$ cat config.mk
export PLATFORM = sky130hd
export DESIGN_NAME = clkas_top
export DESIGN_NICKNAME = d
export VERILOG_FILES = /design/src/clkas_pkg.sv /design/src/clkas_top.sv /design/src/clkas_sticky.sv
export SDC_FILE = /design/constraint.sdc
export NUM_CORES = 1
export LEC_CHECK = 0
export BUFFER_PORTS_ARGS = -buffer_cell sky130_fd_sc_hd__buf_2
export CORE_ASPECT_RATIO = 1.2
export CORE_MARGIN = 8
export CORE_UTILIZATION = 50
export DETAILED_ROUTE_END_ITERATION = 8
export HOLD_SLACK_MARGIN = 0.05
export PLACE_DENSITY = 0.84
export SKIP_CTS_REPAIR_TIMING = 1
export SKIP_LAST_GASP = 1
export SYNTH_ARGS = -nofsm -noshare
export SYNTH_HDL_FRONTEND = slang
export SYNTH_SLANG_ARGS = --single-unit
export TNS_END_PERCENT = 5
$ cat constraint.sdc
create_clock -name clk -period 1.6 [get_ports clk]
set_input_delay 0.08 -clock clk [delete_from_list [all_inputs] [get_ports clk]]
set_output_delay 0.08 -clock clk [all_outputs]
set_load 0.05 [all_outputs]
$ cat src/clkas_pkg.sv
// constants and types shared by the clock alarm status block
package clkas_pkg;
  localparam int unsigned CLKAS_AW = 8;
  localparam int unsigned CLKAS_DW = 8;
  localparam logic [7:0] CLKAS_OFS_SIGLOSS_STATUS = 8'h81;
  localparam logic [7:0] CLKAS_OFS_ALARM_MISC = 8'h82;
  localparam logic [7:0] CLKAS_OFS_SIGLOSS_FLAGS = 8'h83;
  localparam int unsigned CLKAS_NLOSS = 5;
  localparam int unsigned CLKAS_BIT_REF = 0;
  localparam int unsigned CLKAS_BIT_IN1 = 1;
  localparam int unsigned CLKAS_BIT_IN4 = 4;
  localparam int unsigned CLKAS_BIT_UNLOCK = 0;
  localparam int unsigned CLKAS_BIT_ALIGN = 5;
  localparam int unsigned CLKAS_BIT_HOLD = 6;
  localparam int unsigned CLKAS_BIT_SKEW = 7;
  localparam logic [7:0] CLKAS_RST_BYTE = 8'h00;
  localparam logic [4:0] CLKAS_RST_LOSS = 5'h00;
  localparam int unsigned CLKAS_HOLD_SAMPLES = 16;
  localparam int unsigned CLKAS_CW = 16;

  typedef struct packed {
    logic in4_sigloss_live;
    logic in3_sigloss_live;
    logic in2_sigloss_live;
    logic in1_sigloss_live;
    logic ref_sigloss_live;
  } clkas_loss_t;

  typedef struct packed {
    logic in4_freq_offset_live;
    logic in3_freq_offset_live;
    logic in2_freq_offset_live;
    logic in1_freq_offset_live;
  } clkas_fos_t;

  typedef struct packed {
    logic wr_en;
    logic rd_en;
    logic [7:0] addr;
    logic [7:0] wr_data;
  } clkas_req_t;
endpackage

$ cat src/clkas_top.sv
// alarm status registers, signal-loss sticky flags and interrupt pin
// How it works
// - live signal-loss of inputs four..one reads at bits 4..1, 1 while alarmed.
// - bit 0 of live signal-loss status reads 1 while the reference lost.
// - misc bit 7 reads 1 while the last coarse skew write is in progress.
// - misc bit 6 reads 1 only once the hold filter has enough valid samples.
// - misc bit 5 reads 1 while the frame sync alignment alarm is active.
// - live frequency-offset alarms of inputs four..one read at misc bits 4..1.
// - misc bit 0 reads 1 while the loop is unlocked, 0 while locked.
// - each signal-loss flag latches its live status and stays set until a write of 0 clears it.
// - interrupt output goes active only while the pin enable holds 1.
// - a flag whose mask bit is 1 does not drive the interrupt.
// - writing 0 to a flag bit clears that flag, unless its live status is still 1 (set wins).
`timescale 1ns/1ps
module clkas_top
  import clkas_pkg::*;
#(
  parameter int unsigned HOLD_SAMPLES = clkas_pkg::CLKAS_HOLD_SAMPLES
) (
  // clock and reset
  input wire logic clk,
  input wire logic rst_n,
  // register port from the serial configuration engine
  input wire clkas_pkg::clkas_req_t req,
  output logic [7:0] rd_data,
  output logic rd_valid,
  // live alarms from the monitors
  input wire clkas_pkg::clkas_loss_t loss_live,
  input wire clkas_pkg::clkas_fos_t fos_live,
  input wire logic pll_unlock_live,
  input wire logic align_alarm_live,
  // coarse skew engine
  input wire logic coarse_skew_write,
  input wire logic coarse_skew_done,
  // digital hold filter feed
  input wire logic hold_clock_valid,
  input wire logic hold_sample_tick,
  // interrupt control from the mask and pin-enable settings
  input wire logic [4:0] sigloss_mask,
  input wire logic int_pin_enable,
  // interrupt pin
  output logic int_out
);
  import clkas_pkg::*;

  logic [4:0] loss_status;
  logic [4:0] next_loss_status;
  logic [7:0] misc_status;
  logic [7:0] next_misc_status;
  logic coarse_skew_busy;
  logic next_coarse_skew_busy;
  logic hold_filter_ready;
  logic next_hold_filter_ready;
  logic [CLKAS_CW-1:0] hold_count;
  logic [CLKAS_CW-1:0] next_hold_count;
  logic [4:0] loss_flags;
  logic [4:0] flag_clear;
  logic [7:0] next_rd_data;
  logic next_rd_valid;
  logic next_int_out;
  logic flag_write;

  localparam logic [CLKAS_CW-1:0] HOLD_LAST = CLKAS_CW'(HOLD_SAMPLES - 1);

  function automatic logic [7:0] clkas_read(input logic [7:0] a, input logic [4:0] ls,
                                            input logic [7:0] ms, input logic [4:0] fl);
    logic [7:0] v;
    v = CLKAS_RST_BYTE;
    case (a)
      CLKAS_OFS_SIGLOSS_STATUS: v = {3'h0, ls};
      CLKAS_OFS_ALARM_MISC: v = ms;
      CLKAS_OFS_SIGLOSS_FLAGS: v = {3'h0, fl};
      default: v = CLKAS_RST_BYTE;
    endcase
    return v;
  endfunction

  // live status capture
  always_comb begin
    next_loss_status = loss_live;
    next_misc_status = CLKAS_RST_BYTE;
    next_misc_status[CLKAS_BIT_SKEW] = coarse_skew_busy;
    next_misc_status[CLKAS_BIT_HOLD] = hold_filter_ready;
    next_misc_status[CLKAS_BIT_ALIGN] = align_alarm_live;
    next_misc_status[CLKAS_BIT_IN4:CLKAS_BIT_IN1] = fos_live;
    next_misc_status[CLKAS_BIT_UNLOCK] = pll_unlock_live;
  end

  always_ff @(posedge clk or negedge rst_n) begin
    if (!rst_n) begin
      loss_status <= CLKAS_RST_LOSS;
      misc_status <= CLKAS_RST_BYTE;
    end else begin
      loss_status <= next_loss_status;
      misc_status <= next_misc_status;
    end
  end

  // coarse skew tracking and hold filter fill; a new write beats a done
  always_comb begin
    next_coarse_skew_busy = coarse_skew_busy;
    if (coarse_skew_done) begin
      next_coarse_skew_busy = 1'b0;
    end
    if (coarse_skew_write) begin
      next_coarse_skew_busy = 1'b1;
    end
    next_hold_count = hold_count;
    next_hold_filter_ready = hold_filter_ready;
    if (!hold_clock_valid) begin
      // an invalid clock spoils the held average, so refill from empty
      next_hold_count = '0;
      next_hold_filter_ready = 1'b0;
    end else if (hold_sample_tick && !hold_filter_ready) begin
      next_hold_count = hold_count + CLKAS_CW'(1);
      if (hold_count == HOLD_LAST) begin
        next_hold_filter_ready = 1'b1;
      end
    end
  end

  always_ff @(posedge clk or negedge rst_n) begin
    if (!rst_n) begin
      coarse_skew_busy <= 1'b0;
      hold_filter_ready <= 1'b0;
      hold_count <= '0;
    end else begin
      coarse_skew_busy <= next_coarse_skew_busy;
      hold_filter_ready <= next_hold_filter_ready;
      hold_count <= next_hold_count;
    end
  end

  // writes reach only the flag bits; every other byte is read-only
  assign flag_write = req.wr_en && (req.addr == CLKAS_OFS_SIGLOSS_FLAGS);
  assign flag_clear = flag_write ? ~req.wr_data[4:0] : 5'h00;

  clkas_sticky #(
    .W(CLKAS_NLOSS)
  ) u_flags (
    .clk(clk),
    .rst_n(rst_n),
    .set(loss_status),
    .clr(flag_clear),
    .q(loss_flags)
  );

  // read data and interrupt pin, both registered
  always_comb begin
    next_rd_valid = req.rd_en;
    next_rd_data = rd_data;
    if (req.rd_en) begin
      next_rd_data = clkas_read(req.addr, loss_status, misc_status, loss_flags);
    end
    next_int_out = int_pin_enable && |(loss_flags & ~sigloss_mask);
  end

  always_ff @(posedge clk or negedge rst_n) begin
    if (!rst_n) begin
      rd_data <= CLKAS_RST_BYTE;
      rd_valid <= 1'b0;
      int_out <= 1'b0;
    end else begin
      rd_data <= next_rd_data;
      rd_valid <= next_rd_valid;
      int_out <= next_int_out;
    end
  end

  // checks
  logic armed;
  always_ff @(posedge clk or negedge rst_n) begin
    if (!rst_n) begin
      armed <= 1'b0;
    end else begin
      armed <= 1'b1;
    end
  end
endmodule // clkas_top

$ cat src/clkas_sticky.sv
// sticky flag bank: set wins over a write-zero clear
`timescale 1ns/1ps
module clkas_sticky #(
  parameter int unsigned W = 5
) (
  // clock and reset
  input wire logic clk,
  input wire logic rst_n,
  // events and clears
  input wire logic [W-1:0] set,
  input wire logic [W-1:0] clr,
  // held flags
  output logic [W-1:0] q
);
  logic [W-1:0] next_q;

  always_comb begin
    next_q = (q & ~clr) | set;
  end

  always_ff @(posedge clk or negedge rst_n) begin
    if (!rst_n) begin
      q <= '0;
    end else begin
      q <= next_q;
    end
  end
endmodule // clkas_sticky

==> impl_metrics.toml, run 1 <==
[pwr]
power.leakage_nw = 1.20
peakVddDrop_mv = 0.499
powerDensity_nw_per_um2 = 867

[global_routing]
grt_antenna_before_repair = 0
grt_max_degree = 47
gr-total-overflow = 0
grt_pass1_vias = 1534
grt_pass1_wl_um = 6860
grt_usage = 0.137

[routing]
drt.antenna.violating_nets = 0
routed_wl_um = 4280
wl_per_cell_um = 14.0
drt-vias-per-instance = 5.10
num_vias = 1555
drt_iter0_drc = 112
drtPass1Iterations = 4
drcViolationCount = 0

[worst_hold_path]
min_path_type = "primary input to flip-flop"

[timing]
relSlewSlack = 0.628
finalWorstSetupSlack_ns = 0.103
fmax_ghz = 0.668
worstMarginPinSlew_ns = 0.558
fin_crit_ns = 1.50
hold_ws_ns = 0.0315
rsz0062_at_grt = "false"
slew_viol_final = 0
setup_viol = 0
fin_worst_skew_ns = 0.00566
timing.final.crit_share = 0.936
fin_tns_setup_ns = 0
hold_violations = 0

[placement]
place_ws_ns = 0.0712
routabilityCongestion = 0.905
dp_hpwl_um = 3040
numPortBuffers = 47

[floorplan]
die-area_um2 = 6240
io_pins = 51
start_util = 0.510
die-height_um = 84.9
dieWidth_um = 73.4
rows = 25
core_um2 = 3880

[yosys]
netlist_top_cells_area = "dfrtp_1, xor2_1, o21ai_0"
synth_top_area_frac = 0.582
synthArstFlopShare = 1.00
ys_seq_area_frac = 0.582
synth_ff_type = "dfrtp_1"
synth_area_leader_cell = "dfrtp_1"
synth_edf_count = 0
syn-num-nets = 223
ys_seq_elements = 46
syn-mean-instance-area_um2 = 10.9
ys_top_cells_by_count = "dfrtp_1, nor2_1, inv_1"
synth.distinct_cells = 36
synth_most_common_cell = "dfrtp_1"
synth-warning-count = 0
netlist_area_um2 = 1980
synthCells = 181

[clock_network]
cts_max_level = 2
clk_pin_slew_ns = 0.08
numCtsBuffers = 5
clock_sinks = 46
clk_latency_ns = 0.29
cts_buffer_depth = 2
cts_root_buf = "clkbuf_8"
cts_tree = "done"

[final_layout]
drive_gt1_frac = 0.267
num_antenna_cells = 0
fin_nets = 292
syn_to_final_growth_pct = 29.7
fillers = 309

[critical_path]
crit_required_ns = 1.78
worst-path-max-fanout = 4
crit_path_end_kind = "flip-flop"
arrival_ns = 1.68
start_kind = "flip-flop"
path_class = "flip-flop to flip-flop"

[job]
cap_violations = 0

[outcome]
status = "finished clean"
## through the flow
step                      std cells  instance area (um^2)  total power, W   util
after global placement          280                  2280         0.00138  0.588
after global routing            305                  2570         0.00233  0.662
after detailed placement        280                  2280         0.00138  0.588
after CTS                       288                  2390         0.00223  0.616
final                           305                  2570         0.00223  0.662
after floorplan                 181                  1980         0.00129      -
## metal layers
layer  track usage  wire, um  up-vias
met5             0         0        -
met2         0.231      2050       50
li1              -         -      767
met3        0.0542       411       14
met4        0.0528       136        0
met1         0.149      1680      724
## report_power, final
part | total [W] | internal [W] | leakage, nW | switching (W)
registers | 0.00120 | 0.00119 | 0.579 | 0.0000116
clock network | 0.000836 | 0.000466 | 0.0514 | 0.000370
logic | 0.000191 | 0.0000969 | 0.573 | 0.0000942
## flip-flops by register name (all words and copies together), names as in the netlist
register	cells
hold_filter_ready	1
misc_status	8
hold_count	16
u_flags.q	5
loss_status	5
coarse_skew_busy	1
rd_valid	1
rd_data	8
int_out	1
## placed cells by master (no fill, tap or decap), drive strengths merged, types with 4 or more instances in the layout
| master | synthesis | routed |
|---|---|---|
| o21ai | 13 | 13 |
| inv | 14 | 14 |
| mux2 | 5 | 5 |
| clkbuf | 3 | 6 |
| buf | 2 | 50 |
| dfrtp | 46 | 46 |
| xor2 | 8 | 8 |
| nand3 | 10 | 10 |
| nand2 | 9 | 9 |
| o22ai | 5 | 5 |
| nand4 | 8 | 8 |
| nor2 | 17 | 17 |
| dlygate4sd3 | 0 | 17 |
| nor4 | 4 | 4 |
| nand2b | 5 | 5 |
| a22o | 5 | 5 |
## logic make-up (layout without fill, tap and decap cells)
logic type | after synthesis | count (layout) | synth area share
AO/OA/AOI/OAI | 31 | 31 | 0.0992
XOR/XNOR | 11 | 11 | 0.0487
adder cells (fa/ha/maj) | 1 | 1 | 0.00632
buffers and inverters | 19 | 89 | 0.0386
flip-flops | 46 | 46 | 0.582
multiplexers | 6 | 6 | 0.0335
AND/OR/NAND/NOR | 67 | 67 | 0.192
## final timing paths
kind | start | to | slack [ns] | cells past startpoint
worst max-delay path | hold_count[0] | hold_count[14] | 0.10 | 5
worst min-delay path | req[0] | u_flags.q[0] | 0.03 | 3
worst max register to register | hold_count[0] | hold_count[14] | 0.10 | 5
worst min register to register | coarse_skew_busy | misc_status[7] | 0.39 | 0
max in group asynchronous | rst_n | hold_count[2] | 0.83 | 3
min in group asynchronous | rst_n | u_flags.q[3] | 0.39 | 3
## worst max-delay path, cell delays in order, from the launching register on
cell and delay [ns]:
dfrtp_1 0.39, ha_1 0.23, nand4b_1 0.23, nor4_2 0.34, xnor2_1 0.15, nor2_1 0.05
## final cells by class
| cell class | count | area, um^2 | area share |
|---|---|---|---|
| well taps | 54 | 67.6 | 0.0263 |
| inverters | 14 | 52.6 | 0.0205 |
| clock buffers | 6 | 72.6 | 0.0283 |
| multi-input cells | 116 | 758 | 0.295 |
| clock inverters | 2 | 37.5 | 0.0146 |
| repair buffers | 67 | 428 | 0.167 |
| flip-flops and latches | 46 | 1150 | 0.448 |
No activity file was read; power rests on OpenSTA's default activity.
==> run 2, diff against run 1 <==
--- a/config.mk
+++ b/config.mk
@@ -7,11 +7,12 @@
 export LEC_CHECK = 0
 export BUFFER_PORTS_ARGS = -buffer_cell sky130_fd_sc_hd__buf_2
 export CORE_ASPECT_RATIO = 1.2
-export CORE_MARGIN = 8
-export CORE_UTILIZATION = 50
+export CORE_MARGIN = 4
+export CORE_UTILIZATION = 35
 export DETAILED_ROUTE_END_ITERATION = 8
 export HOLD_SLACK_MARGIN = 0.05
-export PLACE_DENSITY = 0.84
+export MAX_ROUTING_LAYER = met4
+export PLACE_DENSITY = 0.65
 export SKIP_CTS_REPAIR_TIMING = 1
 export SKIP_LAST_GASP = 1
 export SYNTH_ARGS = -nofsm -noshare
==> impl_metrics.toml, run 2 (synthesized netlist as in run 1, its figures left out) <==
[global_routing]
gr-total-overflow = 0
grt_usage = 0.130
grt_pass1_wl_um = 6980
grt_antenna_before_repair = 0
grt_pass1_vias = 1513
grt_max_degree = 41

[placement]
place_ws_ns = 0.117
placed_area_um2 = 2310
numPortBuffers = 47
routabilityCongestion = 0.775
dp_hpwl_um = 2930

[floorplan]
die-height_um = 90.4
die-area_um2 = 6930
rows = 29
dieWidth_um = 76.7
io_pins = 51
start_util = 0.369
core_um2 = 5370

[critical_path]
worstRegToRegCells = 4
arrival_ns = 1.74
cp_slowest_cell = "dfrtp_1"
worst-path-max-fanout = 6
cpPeakStageDelay_ns = 0.43
crit_path_end_kind = "flip-flop"
cp-startpoint = "hold_filter_ready"
crit_end = "hold_count[15]"
timing.rr.start = "hold_filter_ready"
rrSetupSlack_ns = 0.09
cp_num_cells = 4
timing.rr.end = "hold_count[15]"
path_class = "flip-flop to flip-flop"
path_buf_inv = 0
start_kind = "flip-flop"
crit_chain = "and4b_4 -> nand4_4 -> or3_1 -> a21oi_1"
crit_required_ns = 1.83
crit_family = "simple AND/OR/NAND/NOR gates"

[outcome]
status = "finished clean"

[clock_network]
clk_latency_ns = 0.30
cts_tree = "done"
cts_max_level = 2
clock_sinks = 46
clk_pin_slew_ns = 0.09
cts_root_buf = "clkbuf_8"
numCtsBuffers = 5
cts_buffer_depth = 2

[routing]
drt.antenna.violating_nets = 0
num_vias = 1587
drt_iter0_drc = 53
wl_per_cell_um = 13.5
routed_wl_um = 4280
drtPass1Iterations = 4
drt-vias-per-instance = 4.99
drcViolationCount = 0

[final_layout]
final_common_cell = "buf_2"
fin_nets = 297
top_register = "hold_count"
num_antenna_cells = 0
largest_reg_flops = 16
drive_gt1_frac = 0.266
top_regs = "hold_count (16), misc_status (8), rd_data (8)"
syn_to_final_growth_pct = 33.1
final_cell_mix = "buf_2, dfrtp_1, dlygate4sd3_1"
final_area_um2 = 2630

[timing]
relSlewSlack = 0.677
setup_viol = 0
fmax_ghz = 0.662
worstMarginPinSlew_ns = 0.477
finalWorstSetupSlack_ns = 0.0904
slew_viol_final = 0
fin_tns_setup_ns = 0
fin_worst_skew_ns = 0.00838
hold_violations = 0
timing.final.crit_share = 0.944
rsz0062_at_grt = "false"
fin_crit_ns = 1.51

[worst_hold_path]
min_path_type = "primary input to flip-flop"

[pwr]
powerDensity_nw_per_um2 = 864
peakVddDrop_mv = 0.337
power.leakage_nw = 1.24

[job]
cap_violations = 0
run 2: where the power goes:
| group | internal (W) | switching [W] | leakage [nW] |
|---|---|---|---|
| combinational | 0.000108 | 0.0000969 | 0.599 |
| sequential | 0.00119 | 0.0000120 | 0.579 |
| clock | 0.000468 | 0.000403 | 0.0585 |
run 2: cell type report:
type | count | area, um^2
repair buffers | 72 | 488
flip-flops and latches | 46 | 1150
clock inverters | 3 | 43.8
inverters | 14 | 52.6
fillers | 515 | 2740
multi-input cells | 116 | 752
clock buffers | 5 | 68.8
well taps | 62 | 77.6
run 2: worst min path at each step:
stage                            end  depth (start not counted)   start  slack [ns]
floorplan           coarse_skew_busy                          0   rst_n       -0.22
global placement             int_out                          1   rst_n       -0.07
detailed placement           int_out                          1   rst_n       -0.06
CTS                          int_out                          1   rst_n       -0.40
global route            u_flags.q[2]                          3  req[2]        0.06
finish                  u_flags.q[2]                          3  req[2]        0.04
run 2: worst register-to-register path, delay by kind of cell, from the launching register on:
kind            cells  cell delay, ns
compound gates      1            0.15
flops               1            0.43
simple gates        3            0.84
run 2: metrics by stage:
step	power (W)	utilization	instances	hold WS [ns]
2_1_floorplan	0.00129	-	181	-0.216
3_3_place_gp	0.00139	0.430	289	-0.0680
3_5_place_dp	0.00139	0.430	289	-0.0649
4_1_cts	0.00227	0.451	297	-0.402
5_1_grt	0.00238	0.490	318	0.0579
6_report	0.00228	0.490	318	0.0378
run 2: per-layer routing:
layer	vias up	GRT usage	part of all wire
met2	52	0.207	0.48
met3	8	0.0469	0.069
met4	0	0.0544	0.019
met5	-	-	0
met1	748	0.146	0.43
li1	779	-	-
==> run 3, diff against run 2 <==
--- a/config.mk
+++ b/config.mk
@@ -10,6 +10,7 @@
 export CORE_MARGIN = 4
 export CORE_UTILIZATION = 35
 export DETAILED_ROUTE_END_ITERATION = 8
+export GPL_TIMING_DRIVEN = 0
 export HOLD_SLACK_MARGIN = 0.05
 export MAX_ROUTING_LAYER = met4
 export PLACE_DENSITY = 0.65
==> impl_metrics.toml, run 3 (synthesized netlist as in run 1, its figures left out) <==
[outcome]
status = "finished clean"

[routing]
drt-vias-per-instance = 4.97
drt_iter0_drc = 75
wl_per_cell_um = 13.3
drtPass1Iterations = 4
routed_wl_um = 4190
num_vias = 1564
met2_length_um = 2000
drcViolationCount = 0
wl_met3_um = 294
wl_met1_um = 1860
drt.antenna.violating_nets = 0
routed.top_layer = "met4"

[critical_path]
start_kind = "flip-flop"
arrival_ns = 1.72
path_class = "flip-flop to flip-flop"
worst-path-max-fanout = 6
crit_required_ns = 1.83
crit_path_end_kind = "flip-flop"

[global_routing]
grt_antenna_before_repair = 0
grt_pass1_vias = 1555
grt_max_degree = 47
grt_pass1_wl_um = 7210
grt_usage = 0.131
gr-total-overflow = 0

[floorplan]
rows = 29
die-height_um = 90.4
io_pins = 51
die-area_um2 = 6930
core_um2 = 5370
dieWidth_um = 76.7
start_util = 0.369

[final_layout]
drive_gt1_frac = 0.261
top_register = "hold_count"
syn_to_final_growth_pct = 31.0
final_cell_mix = "buf_2, dfrtp_1, dlygate4sd3_1"
fin_nets = 294
final_util = 0.483
num_antenna_cells = 0
top_regs = "hold_count (16), misc_status (8), rd_data (8)"
largest_reg_flops = 16
final_common_cell = "buf_2"

[timing]
timing.final.crit_share = 0.935
fin_worst_skew_ns = 0.00793
slew_viol_final = 0
fmax_ghz = 0.669
hold_ws_ns = 0.0472
fin_crit_ns = 1.50
hold_violations = 0
setup_viol = 0
fin_tns_setup_ns = 0
rsz0062_at_grt = "true"
relSlewSlack = 0.333
worstMarginPinSlew_ns = 1.00

[placement]
routabilityCongestion = 0.777
dp_hpwl_um = 2950
numPortBuffers = 45

[clock_network]
cts_max_level = 2
numCtsBuffers = 5
clk_pin_slew_ns = 0.09
clk_latency_ns = 0.29
cts_root_buf = "clkbuf_8"
cts_buffer_depth = 2
clock_sinks = 46
cts_tree = "done"

[pwr]
power.leakage_nw = 1.21
power_w = 0.00225
peakVddDrop_mv = 0.474
powerDensity_nw_per_um2 = 869

[job]
cap_violations = 0

[worst_hold_path]
min_path_type = "primary input to flip-flop"
## run 3: cell types whose count changed in the layout (fill, tap and decap cells not counted), sizes merged
cell         previous run  this run
buf                    51        47
clkbuf                  5         8
dlygate4sd3            21        19
## run 3: where the power goes
part / internal, W / switching, W / leakage [nW]
Combinational: 0.0000974 / 0.0000956 / 0.571
Sequential: 0.00119 / 0.0000111 / 0.577
Clock: 0.000468 / 0.000394 / 0.0585
## run 3: through the flow
| stage | worst slack (ns) | cells | area (um^2) |
|---|---|---|---|
| floorplan | 0.236 | 181 | 1980 |
| global placement | 0.103 | 288 | 2280 |
| detailed placement | 0.0824 | 288 | 2280 |
| CTS | 0.0638 | 296 | 2390 |
| global route | -0.0114 | 315 | 2590 |
| finish | 0.105 | 315 | 2590 |
## run 3: layout make-up
cell class / count / area, um^2
timing repair buffer: 64 / 415
fill: 496 / 2780
clock buffer: 5 / 68.8
clock inverter: 3 / 43.8
inverter: 14 / 52.6
tap: 62 / 77.6
multi-input combinational: 116 / 758
buffer: 5 / 23.8
sequential: 46 / 1150
## run 3: routing by layer
| layer | GRT usage | vias to the layer above |
|---|---|---|
| li1 | - | 767 |
| met1 | 0.151 | 747 |
| met2 | 0.216 | 45 |
| met3 | 0.0409 | 5 |
| met4 | 0.0453 | 0 |
| met5 | - | - |
## run 3: worst paths after layout
| check | from | end | slack (ns) | cells after the start |
|---|---|---|---|---|
| setup reg to reg | hold_filter_ready | hold_count[13] | 0.10 | 4 |
| min in group asynchronous | rst_n | loss_status[4] | 0.49 | 2 |
| setup / recovery | hold_filter_ready | hold_count[13] | 0.10 | 4 |
| hold reg to reg | coarse_skew_busy | misc_status[7] | 0.38 | 0 |
| max in group asynchronous | rst_n | hold_filter_ready | 0.43 | 2 |
| hold / removal | coarse_skew_done | coarse_skew_busy | 0.05 | 3 |
## run 3: worst max-delay path, cell delays in order, from the launching register on
cell	delay, ns
dfrtp_2	0.45
and4b_4	0.39
nand4_4	0.13
or3_1	0.32
a21oi_1	0.14
